==> src/rtl/pwvc_params.svh <==
// Register offsets, field positions, reset values and widths for the PWM value block
`ifndef PWVC_PARAMS_SVH
`define PWVC_PARAMS_SVH
`define PWVC_ADDR_W 4
`define PWVC_OFF_VAL0 4'h0
`define PWVC_OFF_VAL5 4'h5
`define PWVC_OFF_ROIE 4'h6
`define PWVC_OFF_ROIF 4'h7
`define PWVC_OFF_ICCTL 4'h8
`define PWVC_OFF_POL 4'h9
`define PWVC_OFF_LDOK 4'hA
`define PWVC_OFF_MODE 4'hB
`define PWVC_BIT_GEN_A 0
`define PWVC_BIT_GEN_B 1
`define PWVC_BIT_GEN_C 2
`define PWVC_BIT_PEC_LO 3
`define PWVC_BIT_REV_LO 0
`define PWVC_BIT_CENTER 2
`define PWVC_BIT_COMPL 3
`define PWVC_RST_VAL 16'h0000
`define PWVC_RST_BYTE 8'h00
`endif

==> src/rtl/pwvc_pkg.sv <==
// Types shared by the PWM value and correction block
package pwvc_pkg;
  typedef struct packed {
    logic [3:0] addr;
    logic [15:0] wdata;
    logic wr;
    logic rd;
  } pwvc_bus_req_t;
  typedef struct packed {
    logic [2:0] reload_evt;
    logic [2:0] count_up;
    logic [2:0] glob_ldok;
  } pwvc_timing_t;
  typedef enum logic [3:0] {
    SRC_NONE = 4'b0001,
    SRC_A = 4'b0010,
    SRC_B = 4'b0100,
    SRC_C = 4'b1000
  } pwvc_rev_t;
endpackage

==> src/rtl/pwvc_ctrl.sv <==
// PWM value registers, reload overrun flags and pair correction control
`timescale 1ns/1ps
`include "pwvc_params.svh"
//
// Contract
// - Six value registers hold 16-bit signed pulse widths in PWM clocks.
// - Zero or negative effective width holds the output low all period.
// - Width at or above modulus holds the output high all period.
// - Active output is logic high, inactive logic low.
// - Writes land in buffer; loaded at reload after load-ok; reads buffer.
// - Overrun enables at bits 2,1,0 gate generators C,B,A; 1 enables.
// - Flags cleared by writing 1; 0 leaves them; always readable.
// - Flag C set on reload C without load-ok C or global.
// - Flag B set on reload B without load-ok B or global.
// - Flag A follows reload-source select 01 A, 10 B, 11 C; 00 none.
// - Direction correction only in center-aligned complementary operation.
// - Direction bit set: even value counting up, odd counting down.
// - Direction bits buffered, take effect next reload regardless of load-ok.
// - Edge bits 5,4,3 for pairs 4/5,2/3,0/1 override direction correction.
// - Edge control ANDs inverted even and odd pulses before complementary logic.
// - Edge control: one value activates pulse, the other deactivates it.
// - Edge bits buffered, effective next reload after load-ok.
// - Polarity bit 0 selects even value, 1 odd value, for next cycle.
module pwvc_ctrl (
  input wire logic mclk,
  input wire logic reset,
  input wire logic clk_en,
  input wire pwvc_pkg::pwvc_bus_req_t bus_req,
  output logic [15:0] bus_rdata,
  input wire pwvc_pkg::pwvc_timing_t timing,
  input wire logic [2:0][15:0] counter,
  input wire logic [2:0][15:0] modulus,
  output logic [5:0] pair_pulse,
  output logic [2:0] overrun_irq,
  output logic [2:0] load_ok_state
);

  // ------------------------------------------------------------
  // Storage
  // ------------------------------------------------------------
  logic [5:0][15:0] val_buf_ff;
  logic [5:0][15:0] val_act_ff;
  logic [2:0] roie_ff;
  logic [2:0] roif_ff;
  logic [2:0] icc_buf_ff;
  logic [2:0] icc_act_ff;
  logic [2:0] pec_buf_ff;
  logic [2:0] pec_act_ff;
  logic [2:0] pol_buf_ff;
  logic [2:0] pol_act_ff;
  logic [2:0] ldok_ff;
  logic [1:0] rev_ff;
  logic center_ff;
  logic compl_ff;
  logic [5:0] pulse_ff;
  logic [15:0] rdata_ff;

  // ------------------------------------------------------------
  // Decode
  // ------------------------------------------------------------
  wire wr = bus_req.wr;
  wire [3:0] a = bus_req.addr;
  wire [15:0] wd = bus_req.wdata;
  wire is_val = (a <= `PWVC_OFF_VAL5);
  wire wr_roie = wr && (a == `PWVC_OFF_ROIE);
  wire wr_roif = wr && (a == `PWVC_OFF_ROIF);
  wire wr_icctl = wr && (a == `PWVC_OFF_ICCTL);
  wire wr_pol = wr && (a == `PWVC_OFF_POL);
  wire wr_ldok = wr && (a == `PWVC_OFF_LDOK);
  wire wr_mode = wr && (a == `PWVC_OFF_MODE);
  wire [2:0] rld = timing.reload_evt;
  wire [2:0] ok_eff = ldok_ff | timing.glob_ldok;
  // Read selection, registered below
  wire [15:0] rd_mux =
    is_val ? val_buf_ff[a[2:0]] :
    (a == `PWVC_OFF_ROIE) ? {13'h0, roie_ff} :
    (a == `PWVC_OFF_ROIF) ? {13'h0, roif_ff} :
    (a == `PWVC_OFF_ICCTL) ? {10'h0, pec_buf_ff, icc_buf_ff} :
    (a == `PWVC_OFF_POL) ? {13'h0, pol_buf_ff} :
    (a == `PWVC_OFF_LDOK) ? {13'h0, ldok_ff} :
    (a == `PWVC_OFF_MODE) ? {12'h0, compl_ff, center_ff, rev_ff} : 16'h0000;

  // ------------------------------------------------------------
  // Overrun events
  // ------------------------------------------------------------
  pwvc_pkg::pwvc_rev_t src;
  assign src = (rev_ff == 2'h1) ? pwvc_pkg::SRC_A :
               (rev_ff == 2'h2) ? pwvc_pkg::SRC_B :
               (rev_ff == 2'h3) ? pwvc_pkg::SRC_C : pwvc_pkg::SRC_NONE;
  logic ovr_a;
  always_comb begin
    unique case (src)
      pwvc_pkg::SRC_A: ovr_a = rld[0] && !ok_eff[0];
      pwvc_pkg::SRC_B: ovr_a = rld[1] && !ok_eff[1];
      pwvc_pkg::SRC_C: ovr_a = rld[2] && !ok_eff[2];
      default: ovr_a = 1'b0;
    endcase
  end
  wire [2:0] ovr_set = {rld[2] && !ok_eff[2], rld[1] && !ok_eff[1], ovr_a};
  wire [2:0] nxt_roif = ovr_set | (roif_ff & ~(wr_roif ? wd[2:0] : 3'h0));

  // ------------------------------------------------------------
  // Registers
  // ------------------------------------------------------------
  always_ff @(posedge mclk) begin
    if (reset) begin
      roie_ff <= 3'h0;
      roif_ff <= 3'h0;
      icc_buf_ff <= 3'h0;
      pec_buf_ff <= 3'h0;
      pol_buf_ff <= 3'h0;
      rev_ff <= 2'h0;
      center_ff <= 1'b0;
      compl_ff <= 1'b0;
      rdata_ff <= `PWVC_RST_VAL;
    end else if (clk_en) begin
      if (wr_roie) roie_ff <= wd[2:0];
      roif_ff <= nxt_roif;
      if (wr_icctl) begin
        icc_buf_ff <= wd[2:0];
        pec_buf_ff <= wd[5:3];
      end
      if (wr_pol) pol_buf_ff <= wd[2:0];
      if (wr_mode) begin
        rev_ff <= wd[1:0];
        center_ff <= wd[`PWVC_BIT_CENTER];
        compl_ff <= wd[`PWVC_BIT_COMPL];
      end
      rdata_ff <= bus_req.rd ? rd_mux : 16'h0000;
    end
  end

  // ------------------------------------------------------------
  // Per-generator buffering and load
  // ------------------------------------------------------------
  for (genvar g = 0; g < 3; g++) begin : gen_pair
    always_ff @(posedge mclk) begin
      if (reset) begin
        val_buf_ff[2*g] <= `PWVC_RST_VAL;
        val_buf_ff[2*g+1] <= `PWVC_RST_VAL;
        val_act_ff[2*g] <= `PWVC_RST_VAL;
        val_act_ff[2*g+1] <= `PWVC_RST_VAL;
        icc_act_ff[g] <= 1'b0;
        pec_act_ff[g] <= 1'b0;
        pol_act_ff[g] <= 1'b0;
        ldok_ff[g] <= 1'b0;
      end else if (clk_en) begin
        // software writes go to the buffer
        if (wr && is_val && (a == 4'(2*g))) val_buf_ff[2*g] <= wd;
        if (wr && is_val && (a == 4'(2*g+1))) val_buf_ff[2*g+1] <= wd;
        if (rld[g]) begin
          // direction and polarity load regardless of load-ok
          icc_act_ff[g] <= icc_buf_ff[g];
          pol_act_ff[g] <= pol_buf_ff[g];
        end
        if (rld[g] && ok_eff[g]) begin
          val_act_ff[2*g] <= val_buf_ff[2*g];
          val_act_ff[2*g+1] <= val_buf_ff[2*g+1];
          pec_act_ff[g] <= pec_buf_ff[g];
          ldok_ff[g] <= 1'b0;
        end else if (wr_ldok && wd[g]) begin
          ldok_ff[g] <= 1'b1;
        end
      end
    end

    wire signed [15:0] ve = val_act_ff[2*g];
    wire signed [15:0] vo = val_act_ff[2*g+1];
    wire signed [15:0] cnt = counter[g];
    wire signed [15:0] mdl = modulus[g];
    wire pe = (ve <= 16'sh0) ? 1'b0 : (ve >= mdl) ? 1'b1 : (cnt < ve);
    wire po = (vo <= 16'sh0) ? 1'b0 : (vo >= mdl) ? 1'b1 : (cnt < vo);
    wire use_dir = icc_act_ff[g] && center_ff && compl_ff;
    wire sel_odd = use_dir ? !timing.count_up[g] : pol_act_ff[g];
    // edge control ANDs inverted-even and odd windows
    wire pec_on = pec_act_ff[g] && compl_ff;
    wire p_sel = pec_on ? (!pe && po) : (sel_odd ? po : pe);
    wire p_ind_odd = compl_ff ? p_sel : po;

    always_ff @(posedge mclk) begin
      if (reset) begin
        pulse_ff[2*g] <= 1'b0;
        pulse_ff[2*g+1] <= 1'b0;
      end else if (clk_en) begin
        pulse_ff[2*g] <= compl_ff ? p_sel : pe;
        pulse_ff[2*g+1] <= p_ind_odd;
      end
    end
  end

  // ------------------------------------------------------------
  // Outputs
  // ------------------------------------------------------------
  assign bus_rdata = rdata_ff;
  assign pair_pulse = pulse_ff;
  assign overrun_irq = roif_ff & roie_ff;
  assign load_ok_state = ldok_ff;

endmodule

==> config.mk <==
export PLATFORM = sky130hd
export DESIGN_NAME = pwvc_ctrl
export DESIGN_NICKNAME = d
export VERILOG_FILES = /design/src/rtl/pwvc_pkg.sv /design/src/rtl/pwvc_ctrl.sv
export VERILOG_INCLUDE_DIRS = /design/src /design/src/rtl
export SDC_FILE = /design/constraint.sdc
export NUM_CORES = 1
export LEC_CHECK = 0
export ABC_AREA = 1
export BUFFER_PORTS_ARGS = -buffer_cell sky130_fd_sc_hd__buf_2
export CAP_MARGIN = 20
export CORE_MARGIN = 1
export CORE_UTILIZATION = 60
export DETAILED_ROUTE_END_ITERATION = 8
export PLACE_DENSITY_LB_ADDON = 0.15
export SETUP_SLACK_MARGIN = 0.5
export SYNTH_ARGS = -nofsm -noshare
export SYNTH_HDL_FRONTEND = slang
export SYNTH_SLANG_ARGS = --single-unit
==> constraint.sdc <==
create_clock -name mclk -period 2.3 [get_ports mclk]
set_input_delay 0.46 -clock mclk [delete_from_list [all_inputs] [get_ports mclk]]
set_output_delay 0.46 -clock mclk [all_outputs]
set_load 0.02 [all_outputs]
=== Yosys cells after proc, flatten, opt, wreduce, memory -nomap -nowiden ===
Cells that the tools add are included.

* Magnitude comparators: 20
* Eq/ne operators: 17
* Multiplexer cells: 48
* Bitwise operators: 5
* Reductions and logical operators: 66

{| class="wikitable"
|+ Operators by type and width
! cell !! count
|-
| 16-bit >= comparator || 6
|-
| 16-bit by 1-bit <= comparator with 1-bit output (second input constant) || 6
|-
| 16-bit < comparator || 6
|-
| 16-bit binary-select mux with 3-bit select || 1
|-
| 16-bit 2-to-1 mux || 3
|-
| 2-bit AND reduction || 19
|-
| 1-bit logical AND || 34
|-
| 1-bit 2-to-1 mux || 33
|-
| 4-bit 2-to-1 mux || 6
|-
| 4-bit by 3-bit equality test with 1-bit output (second input constant) || 5
|-
| 4-bit equality test (second input constant) || 5
|-
| 6-bit 2-to-1 mux || 3
|-
| 4-bit by 2-bit equality test with 1-bit output (second input constant) || 3
|-
| 1-bit logical NOT || 9
|-
| 3-bit AND || 2
|-
| 3-bit bitwise OR || 2
|-
| 2-bit nonzero test || 3
|-
| 2-bit equality test (second input constant) || 2
|-
| 4-bit by 1-bit equality test with 1-bit output (second input constant) || 1
|-
| 4-bit by 3-bit <= comparator with 1-bit output (second input constant) || 1
|-
| 4-bit logical NOT || 1
|-
| 3-bit by 4-bit < comparator with 1-bit output (second input constant) || 1
|-
| 3-bit 2-to-1 mux || 1
|-
| 3-bit NOT || 1
|-
| 2 further kinds || 2
|}

* Flip-flop bits (word level): 245
* Input bits: 130
* Output and inout port bits: 28
* Word-level logic and storage cells: 192

=== Logic depth before layout (Yosys ltp) ===
* Depth in word-level cells: 9
* Mapped depth: 20
* Gate-level depth less buffers: 20

=== Least setup slack after synthesis ===
Ideal clock, no wire load.

* Path type: input to register
* From: input modulus[47] (netlist name)
* To: register pulse_ff[5] (netlist: pair_pulse[5])
* Setup time: 70 ps
* Data arrival time: 1823 ps
* Data required time: 2230 ps
* Setup slack: 407 ps
* Stages on the path: 14
* Buffers on the path: 0
* Cells stage by stage: inv_1 ha_1 nand2_1 nor4_2 nand2_1 nand3_1 nand2_1 nor2_1 nand2_1 nand2_1 nand2_1 nand2_1 nand2_1 a21oi_1

* Longest elaborated chain between the ends: 7
* Elaborated cells on any way between the ends: 11
* Classes of those cells: 2 x order compare; 7 x mux; 2 x reduce/logical

{| class="wikitable"
|+ RTL lines
! item !! RTL line !! text
|-
| from (decl) || pwvc_ctrl.sv:32 || <nowiki>input wire logic [2:0][15:0] modulus,</nowiki>
|-
| 16-bit >= comparator || pwvc_ctrl.sv:171 || <nowiki>wire pe = (ve <= 16'sh0) ? 1'b0 : (ve >= mdl) ? 1'b1 : (cnt < ve);</nowiki>
|-
| 1-bit 2-to-1 mux (2 in series) || pwvc_ctrl.sv:171 ||
|-
| 1-bit logical NOT || pwvc_ctrl.sv:177 || <nowiki>wire p_sel = pec_on ? (!pe && po) : (sel_odd ? po : pe);</nowiki>
|-
| 1-bit logical AND || pwvc_ctrl.sv:177 ||
|-
| 1-bit 2-to-1 mux || pwvc_ctrl.sv:177 ||
|-
| 1-bit 2-to-1 mux * || pwvc_ctrl.sv:178 || <nowiki>wire p_ind_odd = compl_ff ? p_sel : po;</nowiki>
|-
| to (signal, indexed assignment) || pwvc_ctrl.sv:185 || <nowiki>pulse_ff[2*g] <= compl_ff ? p_sel : pe;</nowiki>
|-
| to (signal, indexed assignment) || pwvc_ctrl.sv:186 || <nowiki>pulse_ff[2*g+1] <= p_ind_odd;</nowiki>
|-
| to (decl) || pwvc_ctrl.sv:55 || <nowiki>logic [5:0] pulse_ff;</nowiki>
|}

Every way passes the cells marked *; elsewhere a longest branch is shown, timed or not.
A chain may end at the register's enable or synchronous reset.

=== Final worst setup path ===
* From: register val_act_ff (netlist bit gen_pair[0].ve[11])
* To: register pulse_ff[1] (netlist: pair_pulse[1])

* Longest elaborated chain between the ends: 7
* Elaborated cells on any way between the ends: 10
* Classes of those cells: 3 x order compare; 5 x mux; 2 x reduce/logical

{| class="wikitable"
|+ RTL lines
! item !! RTL line !! text
|-
| from (decl) || pwvc_ctrl.sv:42 || <nowiki>logic [5:0][15:0] val_act_ff;</nowiki>
|-
| from (signal, indexed assignment) || pwvc_ctrl.sv:141 || <nowiki>val_act_ff[2*g] <= `PWVC_RST_VAL;</nowiki>
|-
| from (signal, indexed assignment) || pwvc_ctrl.sv:142 || <nowiki>val_act_ff[2*g+1] <= `PWVC_RST_VAL;</nowiki>
|-
| from (signal, indexed assignment) || pwvc_ctrl.sv:157 || <nowiki>val_act_ff[2*g] <= val_buf_ff[2*g];</nowiki>
|-
| 16-bit < comparator or 16-bit >= comparator (tied branches) || pwvc_ctrl.sv:171 ||
|-
| 1-bit 2-to-1 mux || pwvc_ctrl.sv:171 ||
|-
| 1-bit 2-to-1 mux * || pwvc_ctrl.sv:171 ||
|-
| 1-bit logical NOT || pwvc_ctrl.sv:177 ||
|-
| 1-bit logical AND || pwvc_ctrl.sv:177 ||
|-
| 1-bit 2-to-1 mux * || pwvc_ctrl.sv:177 ||
|-
| 1-bit 2-to-1 mux * || pwvc_ctrl.sv:178 ||
|}

Marks and branches as above.

==> impl_metrics.ini <==
[worst_hold_path]
hp-class = input port to flip-flop
min-delay-start = timing[8]

[clocking]
cts_tree = done
clock-sinks = 245
root_buffer = clkbuf_16
clkTransAtPathRegs_ps = 60
cts_made_buffers = 26
clk_path_buf_depth = 3
htreeDepth = 1
clk-insertion-delay-late_ps = 530

[placement]
hpwl_mm = 32.5
port_buffers = 157
place_inst = 2460
gp_congestion = 0.951

[timing]
setup_viol_count_final = 0
min_period_over_period = 0.868
period_needed_ps = 2000
timing.hold.ws_ps = 241
finClkSkew_ps = 10.3
max_freq_mhz = 501
fin_setup_tns_ps = 0
worst_slew_pin_slew_ps = 613
drv_slew = 0
maxSlewHeadroom = 0.589
rsz0062_at_grt = yes
hold_viol = 0

[critical_path]
r2r_start = gen_pair[0].ve[11]
worstPathRequired_ps = 2760
setup.worst_path.end_class = flip-flop
slowest_stage = dfxtp_2
critPathBufInv = 1
cpMostUsedCell = nand2_1
startpoint = gen_pair[0].ve[11]
start_kind = flip-flop
crit_chain = inv_1, ha_1, a21oi_1, o21ai_1, a21oi_2, nand3b_1, nand2_1, nand2_2, nand2_1, nand2_1, nand2_1, nand2_2, a21oi_2
worstPathArrival_ps = 2450
cp_max_fo = 3
cp_slowest_stage_delay_ps = 360
crit_type = flip-flop to flip-flop
cp_top_family = compound AO/OA/AOI/OAI gates

[pwr]
cellLeakagePower_nw = 7.90
power_density_nw_per_um2 = 605
total_power_mw = 11.1
ir_worst_vdd_uv = 605

[detailed_routing]
drt-total-wl_mm = 46.5
ant_nets = 0
drt_pre_antenna_iters = 5
wl_per_cell_um = 18.3
drt_iter0_drc = 1436
vias = 15000
drc = 0
vias_per_cell = 5.88

[synthesis]
ys_ff_latch = 245
synth_common_cells = 299 x nand2_1, 289 x inv_1, 288 x a21oi_1, 257 x o21ai_0, 245 x dfxtp_1
synth_cell_type_count = 34
synth_edf_count = 0
yosysTopAreaCellShare = 0.340
netlist_instances = 2019
netlist_area_um2 = 14400
syn_nets = 2335
avgSynthCellArea_um2 = 7.15
synth_ff_type = dfxtp_1
synth.largest_area_cell = dfxtp_1
yosys_warnings = 0
yosysSeqAreaShare = 0.340
ys_top_cells_by_area = dfxtp_1 34%, ha_1 16%, a21oi_1 10%
postSynth.asyncResetShare = 0
yosysMostFrequentCell = nand2_1

[outcome]
status = finished clean

[grt]
grt_use_total = 0.364
grt_pass1_vias = 14000
grt_pass1_wl_mm = 70.7
grt_overflow_total = 0
antenna_found_initial = 0
grt_max_degree = 67

[floorplan]
die_area_um2 = 24700
die_w_um = 157
core.rowCount = 56
initial_core_util = 0.613
die_h_um = 157
core_um2 = 23500
io_pins = 158

[cells_and_area]
area_delta_synth_final_pct = 27.4
num_antenna_cells = 0
finish.utilization = 0.781
stdcell_count = 2541
final_nets = 2519
drive_above_1_share = 0.278

[flow_run]
max_cap_violations = 0
state kept, by name, summed over array words and instances, names as in the netlist, 6 cells and up:
| name | flops |
|---|---|
| val_buf_ff | 96 |
| pair_pulse | 6 |
| gen_pair.ve | 48 |
| bus_rdata | 16 |
| gen_pair.vo | 48 |
cell families after synthesis:
| group | count (synthesis) | share of synthesized area |
|---|---|---|
| AND/OR/NAND/NOR | 572 | 0.166 |
| buffers and inverters | 382 | 0.101 |
| flip-flops | 245 | 0.340 |
| adder cells (fa/ha/maj) | 186 | 0.161 |
| AO/OA/AOI/OAI | 634 | 0.233 |
layout make-up:
type                            count  area, um^2
Clock buffer                       37         763
Clock inverter                     10         156
Fill cell                        1702        5150
Inverter                          301        1170
Multi-Input combinational cell   1392        9340
Sequential cell                   245        5070
Tap cell                          319         399
Timing Repair Buffer              237        1480
stage by stage:
step / instance area, um^2 / setup slack (ps)
CTS: 17900 / 404
finish: 18400 / 304
global placement: 15900 / 113
floorplan: 14600 / 471
detailed placement: 15900 / 56.4
global route: 18400 / 165
worst min-delay path: cells and delay by family:
kind | cells | cell delay [ps]
AOI/OAI and AO/OA | 1 | 60
and+or+nand+nor | 1 | 80
buffers and inverters | 1 | 130
power breakdown:
part / switching (mW) / internal (mW) / total (mW)
sequential: 0.160 / 4.38 / 4.54
combinational: 1.29 / 0.867 / 2.16
clock: 1.69 / 2.75 / 4.44
total: 3.14 / 8.00 / 11.1
worst paths after layout:
check	cells past startpoint	slack [ps]	to
worst max-delay path	13	300	pair_pulse[1]
worst max register to register	13	300	pair_pulse[1]
worst min-delay path	3	240	roif_ff[2]
worst min register to register	2	460	bus_rdata[9]
metal layers:
| metal | GRT usage | share of wire | up-vias |
|---|---|---|---|
| li1 | - | - | 7184 |
| met4 | 0.125 | 0.040 | 0 |
| met3 | 0.0416 | 0.086 | 159 |
| met1 | 0.480 | 0.40 | 6902 |
| met5 | 0 | 0 | - |
| met2 | 0.617 | 0.47 | 707 |
what timing repair did:
item	4_1_cts	5_1_grt
buffers inserted	27	7
endpoints found under the setup margin	6	6
gates cloned	0	0
pin swaps	95	71
gates resized for setup	224	109
hold buffers	0	0
cells in the final DEF, fill, tap and decap left out, types with 54 or more instances in the layout:
master   count
a21oi_1    256
nand2_1    250
o21ai_0    241
inv_1      240
dfxtp_1    165
buf_2      157
nor2_1     132
ha_1       120
buf_4       68
ha_4        66
dfxtp_2     54
(Power assumes the default switching activity.)
